==> src/rtl/frame_sync_pkg.sv <==
// constants and types for frame-sync pin routing
`default_nettype none
package frame_sync_pkg;
	// ------------------------------------------------------------
	// clock and timing
	// ------------------------------------------------------------
	localparam int CLK_HZ = 50_000_000;
	localparam int CLK_PERIOD_NS = 20;
	localparam int EIGHT_KHZ_HZ = 8000;
	localparam int TWO_KHZ_HZ = 2000;
	localparam int EIGHT_KHZ_SYNC_OUT_PERIOD_CYC = CLK_HZ / EIGHT_KHZ_HZ;
	localparam int MULTIFRAME_RATIO = EIGHT_KHZ_HZ / TWO_KHZ_HZ;
	localparam int PULSE_WIDTH_NS = 20;
	localparam int PULSE_WIDTH_CYC_RAW = (PULSE_WIDTH_NS + CLK_PERIOD_NS - 1) / CLK_PERIOD_NS;
	localparam int PULSE_WIDTH_CYC = (PULSE_WIDTH_CYC_RAW < 1) ? 1 : PULSE_WIDTH_CYC_RAW;
	localparam int PERIOD_W = 16;
	localparam int MF_W = 2;
	// ------------------------------------------------------------
	// source fields and reference indices
	// ------------------------------------------------------------
	localparam logic [1:0] SRC_PAIRED_TOP = 2'h3;
	localparam logic [3:0] REF_NONE = 4'h0;
	localparam logic [3:0] REF_THREE = 4'h3;
	localparam logic [3:0] REF_FOUR = 4'h4;
	localparam logic [3:0] REF_FIVE = 4'h5;
	localparam logic [3:0] REF_SIX = 4'h6;
	localparam logic [3:0] REF_NINE = 4'h9;
	localparam logic [1:0] PAIR_FOLLOW = 2'h0;
	localparam logic [1:0] PAIR_LOW = 2'h1;
	localparam logic [1:0] PAIR_HIGH = 2'h2;
	// ------------------------------------------------------------
	// strap defaults (pin pulls when left open)
	// ------------------------------------------------------------
	localparam logic [2:0] SE_OPEN_CODE = 3'h3;
	localparam logic [2:0] DIFF_OPEN_CODE = 3'h4;
	localparam int STRAP_SETTLE_CYC = 2;
	localparam logic [19:0] REF_NINE_DEFAULT_KHZ = 20'h04BF0;
	// ------------------------------------------------------------
	// pin synchroniser slots
	// ------------------------------------------------------------
	localparam int PIN_N = 8;
	localparam int PIN_A = 0;
	localparam int PIN_B = 1;
	localparam int PIN_C = 2;
	localparam int PIN_SE1 = 3;
	localparam int PIN_SE2 = 4;
	localparam int PIN_DIFF0 = 5;
	localparam int PIN_DIFF1 = 6;
	localparam int PIN_DIFF2 = 7;
	// ------------------------------------------------------------
	// types
	// ------------------------------------------------------------
	typedef enum logic [1:0] {DIFF_MODE_0, DIFF_MODE_1, DIFF_MODE_2, DIFF_MODE_3} diff_mode_t;
	typedef enum logic {STRAP_SETTLE, STRAP_HELD} strap_state_t;
	typedef struct packed {
		logic valid;
		logic [3:0] ref_index;
		logic level;
		logic rise;
	} ext_sync_t;
endpackage
`default_nettype wire

==> src/rtl/frame_sync_pin_routing.sv <==
// frame-sync input routing, strap capture and 8k/2k sync output generation
`default_nettype none
module frame_sync_pin_routing
	import frame_sync_pkg::*;
#(
	parameter int EIGHT_KHZ_SYNC_OUT_PERIOD = EIGHT_KHZ_SYNC_OUT_PERIOD_CYC
)
(
	input wire logic core_clk,
	input wire logic rst,
	input wire logic frame_sync_in_a,
	input wire logic frame_sync_in_b,
	input wire logic frame_sync_in_c,
	input wire logic se_out_freq_sel_bit1,
	input wire logic se_out_freq_sel_bit2,
	input wire logic [2:0] diff_out_freq_sel,
	input wire logic [3:0] sync_source_select,
	input wire logic [3:0] sync_source_select_alt,
	input wire logic [1:0] sync_pairing_select,
	input wire logic [3:0] selected_ref,
	input wire logic [1:0] diff_out_mode_select,
	input wire logic eight_khz_invert,
	input wire logic eight_khz_pulse_mode,
	input wire logic two_khz_invert,
	input wire logic two_khz_pulse_mode,
	input wire logic ref_nine_freq_wr,
	input wire logic [19:0] ref_nine_freq_khz_in,
	output ext_sync_t sync_a,
	output ext_sync_t sync_b,
	output ext_sync_t sync_c,
	output logic [2:0] se_out_freq_sel,
	output logic [2:0] diff_out_freq_sel_latched,
	output logic se_default_19m44,
	output logic diff_default_38m88,
	output logic straps_valid,
	output diff_mode_t diff_out_mode,
	output logic [19:0] ref_nine_freq_khz,
	output logic eight_khz_sync_out,
	output logic two_khz_multiframe_out
);
	// ------------------------------------------------------------
	// pin synchronisers
	// ------------------------------------------------------------
	logic [PIN_N-1:0] pins_raw;
	logic [PIN_N-1:0] meta_q;
	logic [PIN_N-1:0] sync_q;
	logic [PIN_N-1:0] prev_q;
	logic [PIN_N-1:0] rise;
	assign pins_raw = {diff_out_freq_sel, se_out_freq_sel_bit2, se_out_freq_sel_bit1,
		frame_sync_in_c, frame_sync_in_b, frame_sync_in_a};
	genvar gi;
	generate
		for (gi = 0; gi < PIN_N; gi++)
		begin : g_pin
			always_ff @(posedge core_clk or posedge rst)
			begin
				if (rst)
					meta_q[gi] <= 1'b0;
				else
					meta_q[gi] <= pins_raw[gi];
			end
			always_ff @(posedge core_clk or posedge rst)
			begin
				if (rst)
					sync_q[gi] <= 1'b0;
				else
					sync_q[gi] <= meta_q[gi];
			end
			always_ff @(posedge core_clk or posedge rst)
			begin
				if (rst)
					prev_q[gi] <= 1'b0;
				else
					prev_q[gi] <= sync_q[gi];
			end
			assign rise[gi] = sync_q[gi] & ~prev_q[gi];
		end
	endgenerate
	// ------------------------------------------------------------
	// strap capture
	// ------------------------------------------------------------
	strap_state_t strap_q;
	logic [1:0] settle_q;
	always_ff @(posedge core_clk or posedge rst)
	begin
		if (rst)
		begin
			strap_q <= STRAP_SETTLE;
			settle_q <= 2'h0;
		end
		else
		begin
			case (strap_q)
				STRAP_SETTLE:
				begin
					if (settle_q == 2'(STRAP_SETTLE_CYC))
						strap_q <= STRAP_HELD;
					else
						settle_q <= settle_q + 2'h1;
				end
				STRAP_HELD: strap_q <= STRAP_HELD;
				default: strap_q <= STRAP_SETTLE;
			endcase
		end
	end
	logic capture;
	assign capture = (strap_q == STRAP_SETTLE) && (settle_q == 2'(STRAP_SETTLE_CYC));
	always_ff @(posedge core_clk or posedge rst)
	begin
		if (rst)
			se_out_freq_sel <= SE_OPEN_CODE;
		else if (capture)
			se_out_freq_sel <= {sync_q[PIN_SE2], sync_q[PIN_SE1], sync_q[PIN_C]};
	end
	always_ff @(posedge core_clk or posedge rst)
	begin
		if (rst)
			diff_out_freq_sel_latched <= DIFF_OPEN_CODE;
		else if (capture)
			diff_out_freq_sel_latched <= {sync_q[PIN_DIFF2], sync_q[PIN_DIFF1], sync_q[PIN_DIFF0]};
	end
	always_ff @(posedge core_clk or posedge rst)
	begin
		if (rst)
			straps_valid <= 1'b0;
		else if (capture)
			straps_valid <= 1'b1;
	end
	// ------------------------------------------------------------
	// default frequency flags
	// ------------------------------------------------------------
	always_ff @(posedge core_clk or posedge rst)
	begin
		if (rst)
			se_default_19m44 <= 1'b1;
		else
			se_default_19m44 <= (se_out_freq_sel == SE_OPEN_CODE);
	end
	always_ff @(posedge core_clk or posedge rst)
	begin
		if (rst)
			diff_default_38m88 <= 1'b1;
		else
			diff_default_38m88 <= (diff_out_freq_sel_latched == DIFF_OPEN_CODE);
	end
	// ------------------------------------------------------------
	// sync input routing
	// ------------------------------------------------------------
	function automatic logic [3:0] pick_ref(input logic [1:0] mode, input logic [3:0] sel,
		input logic [3:0] lo, input logic [3:0] hi);
		logic [3:0] r;
		r = lo;
		case (mode)
			PAIR_LOW: r = lo;
			PAIR_HIGH: r = hi;
			default: r = (sel == hi) ? hi : lo;
		endcase
		return r;
	endfunction
	logic paired;
	logic paired_alt;
	assign paired = (sync_source_select[3:2] == SRC_PAIRED_TOP);
	assign paired_alt = (sync_source_select_alt[3:2] == SRC_PAIRED_TOP);
	always_ff @(posedge core_clk or posedge rst)
	begin
		if (rst)
			sync_a <= '0;
		else
		begin
			sync_a.valid <= 1'b1;
			sync_a.level <= sync_q[PIN_A];
			sync_a.rise <= rise[PIN_A];
			if (paired)
				sync_a.ref_index <= pick_ref(sync_pairing_select, selected_ref, REF_THREE, REF_FIVE);
			else
				sync_a.ref_index <= sync_source_select;
		end
	end
	always_ff @(posedge core_clk or posedge rst)
	begin
		if (rst)
			sync_b <= '0;
		else
		begin
			sync_b.valid <= paired;
			sync_b.level <= paired & sync_q[PIN_B];
			sync_b.rise <= paired & rise[PIN_B];
			if (paired)
				sync_b.ref_index <= pick_ref(sync_pairing_select, selected_ref, REF_FOUR, REF_SIX);
			else
				sync_b.ref_index <= REF_NONE;
		end
	end
	// ------------------------------------------------------------
	// third sync routing
	// ------------------------------------------------------------
	logic c_use;
	assign c_use = straps_valid & paired_alt;
	always_ff @(posedge core_clk or posedge rst)
	begin
		if (rst)
			sync_c <= '0;
		else
		begin
			sync_c.valid <= c_use;
			sync_c.ref_index <= c_use ? REF_NINE : REF_NONE;
			sync_c.level <= c_use & sync_q[PIN_C];
			sync_c.rise <= c_use & rise[PIN_C];
		end
	end
	// ------------------------------------------------------------
	// configuration registers
	// ------------------------------------------------------------
	always_ff @(posedge core_clk or posedge rst)
	begin
		if (rst)
			diff_out_mode <= DIFF_MODE_0;
		else
			diff_out_mode <= diff_mode_t'(diff_out_mode_select);
	end
	// ------------------------------------------------------------
	// reference nine frequency
	// ------------------------------------------------------------
	always_ff @(posedge core_clk or posedge rst)
	begin
		if (rst)
			ref_nine_freq_khz <= REF_NINE_DEFAULT_KHZ;
		else if (ref_nine_freq_wr)
			ref_nine_freq_khz <= ref_nine_freq_khz_in;
	end
	// ------------------------------------------------------------
	// 8kHz and 2kHz sync generation
	// ------------------------------------------------------------
	logic [PERIOD_W-1:0] phase_q;
	logic [MF_W-1:0] frame_q;
	logic period_end;
	assign period_end = (phase_q == PERIOD_W'(EIGHT_KHZ_SYNC_OUT_PERIOD - 1));
	always_ff @(posedge core_clk or posedge rst)
	begin
		if (rst)
			phase_q <= '0;
		else if (period_end)
			phase_q <= '0;
		else
			phase_q <= phase_q + PERIOD_W'(1);
	end
	// ------------------------------------------------------------
	// multiframe counter
	// ------------------------------------------------------------
	always_ff @(posedge core_clk or posedge rst)
	begin
		if (rst)
			frame_q <= '0;
		else if (period_end)
			frame_q <= frame_q + MF_W'(1);
	end
	// ------------------------------------------------------------
	// pulse and clock decode
	// ------------------------------------------------------------
	logic eight_clk;
	logic eight_pulse;
	logic two_clk;
	logic two_pulse;
	assign eight_clk = (phase_q < PERIOD_W'(EIGHT_KHZ_SYNC_OUT_PERIOD / 2));
	assign eight_pulse = (phase_q < PERIOD_W'(PULSE_WIDTH_CYC));
	assign two_clk = (frame_q < MF_W'(MULTIFRAME_RATIO / 2));
	assign two_pulse = (frame_q == '0) && eight_pulse;
	// ------------------------------------------------------------
	// output drivers
	// ------------------------------------------------------------
	always_ff @(posedge core_clk or posedge rst)
	begin
		if (rst)
			eight_khz_sync_out <= 1'b0;
		else
			eight_khz_sync_out <= (eight_khz_pulse_mode ? eight_pulse : eight_clk) ^ eight_khz_invert;
	end
	always_ff @(posedge core_clk or posedge rst)
	begin
		if (rst)
			two_khz_multiframe_out <= 1'b0;
		else
			two_khz_multiframe_out <= (two_khz_pulse_mode ? two_pulse : two_clk) ^ two_khz_invert;
	end
endmodule
`default_nettype wire

==> config.mk <==
export PLATFORM = sky130hd
export DESIGN_NAME = frame_sync_pin_routing
export DESIGN_NICKNAME = d
export VERILOG_FILES = /design/src/rtl/frame_sync_pkg.sv /design/src/rtl/frame_sync_pin_routing.sv
export SDC_FILE = /design/constraint.sdc
export NUM_CORES = 1
export LEC_CHECK = 0
export ABC_AREA = 1
export BUFFER_PORTS_ARGS = -buffer_cell sky130_fd_sc_hd__buf_4
export CAP_MARGIN = 15
export CORE_MARGIN = 2
export CORE_UTILIZATION = 40
export CTS_CLUSTER_SIZE = 24
export DETAILED_ROUTE_END_ITERATION = 16
export SETUP_SLACK_MARGIN = 0.15
export SLEW_MARGIN = 20
export SYNTH_ARGS = -nofsm -noshare
export SYNTH_HDL_FRONTEND = slang
export SYNTH_SLANG_ARGS = --single-unit
==> constraint.sdc <==
create_clock -name core_clk -period 3.28 [get_ports core_clk]
set_clock_uncertainty 0.1 [all_clocks]
set_input_delay 0.492 -clock core_clk [delete_from_list [all_inputs] [get_ports core_clk]]
set_output_delay 0.492 -clock core_clk [all_outputs]
set_load 0.01 [all_outputs]
==> impl_metrics.yaml, run 1 <==
run:
  maxCapViolCount: 0
cts:
  clk_latency_ns: 0.34
  postCtsSetupRepairBufs: 0
  cts_made_buffers: 9
  cts_tree: "yes"
  htree_num_levels: 3
  hold_buffers: 0
  clock_sinks: 86
  clock_path_buffers: 2
  path_clk_slew_ns: 0.09
  ctsResizeCount: 0
  cts-root-buf: "clkbuf_8"
finish:
  layout_commonest_cell: "buf_4"
  mostFrequentLayoutCells: "buf_4, dfrtp_1, inv_1, nand2_1, nor2_1"
  drive_above_1_share_pct: 38.6
  stdcell_area_um2: 4430
  fillers: 783
  syn_to_final_growth_pct: 29.0
  fin_nets: 473
  diodes: 0
die:
  initial_core_util_pct: 41.6
  dieArea_um2: 9350
  io_pins: 105
  coreArea_um2: 8260
  dieWidth_um: 96.7
  fp.dieH_um: 96.7
  rows: 33
timing:
  setup_tns_ns: 0
  finalCriticalPeriod_ns: 1.64
  worst_pin_slew_ns: 0.664
  clock.fmax_mhz: 609
  rsz0062_at_grt: "no"
  setup_viol: 0
  fin_crit_sh_pct: 50.1
  slew_violations: 0
  relSlewSlack_pct: 55.7
  hold_viol: 0
synthesis:
  async_flop_share_pct: 100
  ys_warn_count: 0
  synth_top_area_share_pct: 53.1
  ys_ff_latch: 86
  yosysSeqAreaShare_pct: 63.1
  synth_edf_count: 0
  syn_inst: 313
  synth_top_cell_by_area: "dfrtp_1"
  synthFlopType: "dfrtp_1"
  netlist_area_um2: 3440
  synth_area_per_cell_um2: 11.0
  synth_cell_types: 28
  netlist_top_cells_area: "dfrtp_1, dfstp_2, mux2_2"
place:
  gp_congestion: 0.827
  portBuffers: 98
  dpl_cell_area_um2: 4250
  dp_hpwl_um: 4650
drt:
  wl_um: 6110
  vias: 2334
  avgViaCountPerCell: 4.45
  first_iter_violations: 57
  drc: 0
  postRouteAntennaNets: 0
  drt_pre_antenna_iters: 4
  wl_per_cell_um: 11.6
worst_setup_path:
  startpoint: "phase_q[0]"
  rr_startpoint: "phase_q[0]"
  reg2reg_to: "phase_q[11]"
  crit_chain: "ha_1, nand4_1, nor2_1, nand2_1, o21ai_0, a21oi_1"
  cp.required_ns: 3.45
  cp_data_arrival_time_ns: 1.81
  crit_type: "reg2reg"
  reg2reg_depth: 6
  end_kind: "flop"
  setup.worst_path.end: "phase_q[11]"
  slowest_stage: "dfrtp_1"
  crit_fanout: 13
  critPathMaxStageDelay_ns: 0.44
  r2r_slack_ns: 1.64
  cp-start-kind: "flop"
grt:
  track_usage_pct: 14.0
  grt_pass1_wl_um: 10700
  grt_pass1_vias: 2362
  grt_max_degree: 47
  antenna_found_initial: 0
  grt.overflow.total: 0
power:
  ir_drop_v: 0.000195
  leakagePower_nw: 2.30
  powerDensity_nw_per_um2: 457
run_status:
  status: "completed"
min_path:
  hold_path.class: "in2async"
worst min-delay path by stage:
stage                                     from   endpoint  cells after the start
after floorplan                      meta_q[0]  sync_q[0]                      0
after global placement               meta_q[1]  sync_q[1]                      0
after detailed placement             meta_q[0]  sync_q[0]                      0
after CTS                 se_out_freq_sel_bit1  meta_q[3]                      1
after global routing      se_out_freq_sel_bit2  meta_q[4]                      1
final                                      rst  meta_q[4]                      2
cells by family (layout without fill, tap and decap cells):
| group | Yosys count | after routing | share of synthesized area (%) |
|---|---|---|---|
| and+or+nand+nor | 111 | 111 | 14.2 |
| DFF | 86 | 86 | 63.1 |
| buffers and inverters | 61 | 165 | 7.90 |
| muxes | 25 | 25 | 8.19 |
| AOI/OAI and AO/OA | 15 | 15 | 2.29 |
| adders and majority gates | 7 | 7 | 2.55 |
| xor gates and xnor gates | 6 | 6 | 1.53 |
| other | 2 | 5 | 0.219 |
report_power, final:
part	switching (W)	leakage, nW	internal, W
registers	0.0000221	1.02	0.00112
logic	0.0000928	1.19	0.000122
clock network	0.000383	0.0881	0.000285
total	0.000498	2.30	0.00153
area by class of cell:
class	instances	area, um2	area share (%)
Clock buffer	9	124	2.79
Sequential cell	86	2170	48.9
Clock inverter	7	57.6	1.30
Inverter	50	189	4.26
Tap cell	105	131	2.96
Multi-Input combinational cell	169	1010	22.7
Timing Repair Buffer	99	756	17.0
state kept, by name (all words and copies together), names as in the netlist, 3 cells and up:
name / count
diff_out_freq_sel_latched: 3
se_out_freq_sel: 3
sync_q: 8
sync_b: 4
ref_nine_freq_khz: 20
phase_q: 16
meta_q: 8
sync_c: 3
sync_a: 7
critical path, delay by kind of cell, from the launching register on:
kind | cells | cell delay, ns
simple gates | 3 | 0.49
flops | 1 | 0.44
compound gates | 2 | 0.33
fa+ha+maj | 1 | 0.22
Yosys cell counts, types with 2 or more instances:
cell type,number
nand4_1,2
nand3_1,19
buf_2,2
conb_1,2
ha_1,7
buf_4,8
o21ai_0,7
inv_1,49
nor2_1,30
mux2_2,25
nor3_1,5
or2_2,2
xor2_1,6
dfstp_2,13
dfrtp_1,73
a21oi_1,6
nand2_1,46
layer usage:
layer,vias to the layer above,part of all wire [%],track usage [%]
li1,1169,-,-
met1,1093,45,17.3
met2,63,48,23.0
met3,9,5.2,4.26
met4,0,1.6,5.31
met5,-,0,0
through the flow:
stage / util, % / power (W) / hold slack [ns] / instances / setup slack, ns
after CTS: 53.7 / 0.00207 / 0.122 / 525 / 1.62
after global routing: 53.7 / 0.00213 / 0.115 / 525 / 1.52
after detailed placement: 51.5 / 0.00139 / 0.235 / 509 / 1.64
after global placement: 51.5 / 0.00138 / 0.233 / 509 / 1.69
after floorplan: - / 0.00126 / 0.231 / 316 / 0.488
final: 53.7 / 0.00203 / 0.113 / 525 / 1.64
Note: power is estimated with default switching activity, not from simulation.
==> inputs of run 2 (changes only) <==
- PLACE_DENSITY: not set -> 0.67
- clock period: 3.28 -> 1.3 ns (I/O delays scaled with it)
==> run 2 against run 1 <==
Net effect:
- the run now ends with negative setup slack left
- global-route usage increased by 3.4 points
- worst setup slack got worse by 1.8 ns
- sequential share of layout area fell by 10 points
- hold slack worse by 0.096 ns
- die area is the same
- sequential power grew to 2.6 times the previous value
- register-to-register slack worse by 1.8 ns
- first-iteration DRC count increased by 39%
- utilization increased by 14 points
- cell count is 17% higher
==> impl_metrics.yaml, run 2 (synthesized netlist as in run 1, its figures left out) <==
run_status:
  status: "finished, violations left"
  failed_checks: "negative setup slack"
cts:
  cts-root-buf: "clkbuf_8"
  path_clk_slew_ns: 0.09
  htree_num_levels: 3
  clock_sinks: 86
  cts_made_buffers: 9
  clk_latency_ns: 0.35
  cts_tree: "yes"
  clock_path_buffers: 2
grt:
  grt_pass1_vias: 2792
  antenna_found_initial: 0
  grt_pass1_wl_um: 13100
  grt_max_degree: 28
  grt.overflow.total: 0
  track_usage_pct: 17.3
drt:
  wl_um: 7980
  drc: 0
  vias: 2725
  postRouteAntennaNets: 0
  wl_per_cell_um: 13.0
  avgViaCountPerCell: 4.45
  drt_pre_antenna_iters: 4
  first_iter_violations: 79
worst_setup_path:
  crit_type: "reg2reg"
  cp_data_arrival_time_ns: 1.60
  cp-start-kind: "flop"
  crit_fanout: 3
  r2r_slack_ns: -0.15
  end_kind: "flop"
  cp.required_ns: 1.45
timing:
  whs_ns: 0.0171
  setup_tns_ns: -1.68
  slew_violations: 0
  fin_crit_sh_pct: 112
  hold_viol: 0
  finalCriticalPeriod_ns: 1.45
  clock.fmax_mhz: 689
  setup_viol: 18
  setup_ws_ns: -0.152
  rsz0062_at_grt: "yes"
power:
  powerDensity_nw_per_um2: 978
  total_power_w: 0.00547
  leakagePower_nw: 2.83
  ir_drop_v: 0.000597
die:
  rows: 33
  coreArea_um2: 8260
  initial_core_util_pct: 41.6
  dieWidth_um: 96.7
  io_pins: 105
  dieArea_um2: 9350
  fp.dieH_um: 96.7
finish:
  largest_register_ffs: 20
  stdcell_area_um2: 5600
  diodes: 0
  top_register: "ref_nine_freq_khz"
  fin_nets: 560
  top_regs: "ref_nine_freq_khz x20, phase_q x16"
  syn_to_final_growth_pct: 62.8
  fillers: 560
  final_cells: 612
  mostFrequentLayoutCells: "buf_4, dfrtp_1, buf_6, inv_1, nand2_1"
  layout_commonest_cell: "buf_4"
  seq_area_um2: 2170
  drive_above_1_share_pct: 47.9
  multi_input_area_um2: 1170
place:
  dp_hpwl_um: 4860
  portBuffers: 98
  dp_cells: 531
  dpl_cell_area_um2: 4490
  gp_congestion: 0.851
min_path:
  hold_path.class: "in2reg"
run:
  maxCapViolCount: 0
run 2: changes by cell type in the layout (fill, tap and decap cells not counted), moves of 4 or more:
| cell | change |
|---|---|
| inv_1 | -9 |
| nand2_1 | -7 |
| inv_2 | +8 |
| nand2_2 | +4 |
| buf_4 | -10 |
| mux2_4 | +5 |
| nor2_1 | -6 |
| o21ai_0 | -4 |
| buf_6 | +57 |
| mux2_2 | -5 |
| dlygate4sd3_1 | +38 |
run 2: path summary, 6_finish.rpt:
check	start	end	cells after the start
worst max-delay path	phase_q[1]	phase_q[8]	8
worst min-delay path	selected_ref[3]	sync_b[3]	4
worst max register to register	phase_q[1]	phase_q[8]	8
worst min register to register	meta_q[6]	sync_q[6]	0
max in group asynchronous	rst	ref_nine_freq_khz[5]	4
min in group asynchronous	rst	sync_a[4]	3
run 2: area by class of cell:
| type | instances | share of cell area, % |
|---|---|---|
| clock buffer | 11 | 2.53 |
| clock inverter | 5 | 0.760 |
| inverter | 50 | 3.47 |
| multi-input combinational | 169 | 21.0 |
| sequential | 86 | 38.8 |
| tap | 105 | 2.35 |
| timing repair buffer | 186 | 31.1 |
run 2: timing repair:
item	CTS	global route
setup endpoints to repair	77	77
resized for setup	69	27
cloned	0	0
hold buffers	38	0
pin swaps	7	10
setup buffers	17	10
hold endpoints to repair	50	0
run 2: report_power, final:
group	total [W]	internal (W)	switching (W)
clock	0.00177	0.000772	0.000994
sequential	0.00291	0.00283	0.0000762
combinational	0.000801	0.000512	0.000290
run 2: stage by stage:
stage	utilization, %	setup slack (ns)
finish	67.8	-0.152
floorplan	-	-0.0336
global placement	54.4	-0.0804
global route	67.8	-0.231
detailed placement	54.4	-0.120
CTS	66.0	-0.123
run 2: metal layers:
layer / vias up / wire [um] / track usage, % / share of wire (%)
met5: - / 0 / 0 / 0
met4: 0 / 138 / 7.04 / 1.7
met3: 11 / 302 / 3.03 / 3.8
met2: 78 / 4200 / 30.6 / 53
met1: 1290 / 3350 / 20.9 / 42
li1: 1346 / - / - / -
run 2: critical path: stages (launching register included):
cell	delay, ns
dfrtp_1	0.38
buf_6	0.12
ha_4	0.14
nand2_4	0.06
nor2_4	0.14
inv_2	0.07
nor3_2	0.12
xor2_1	0.15
inv_1	0.05
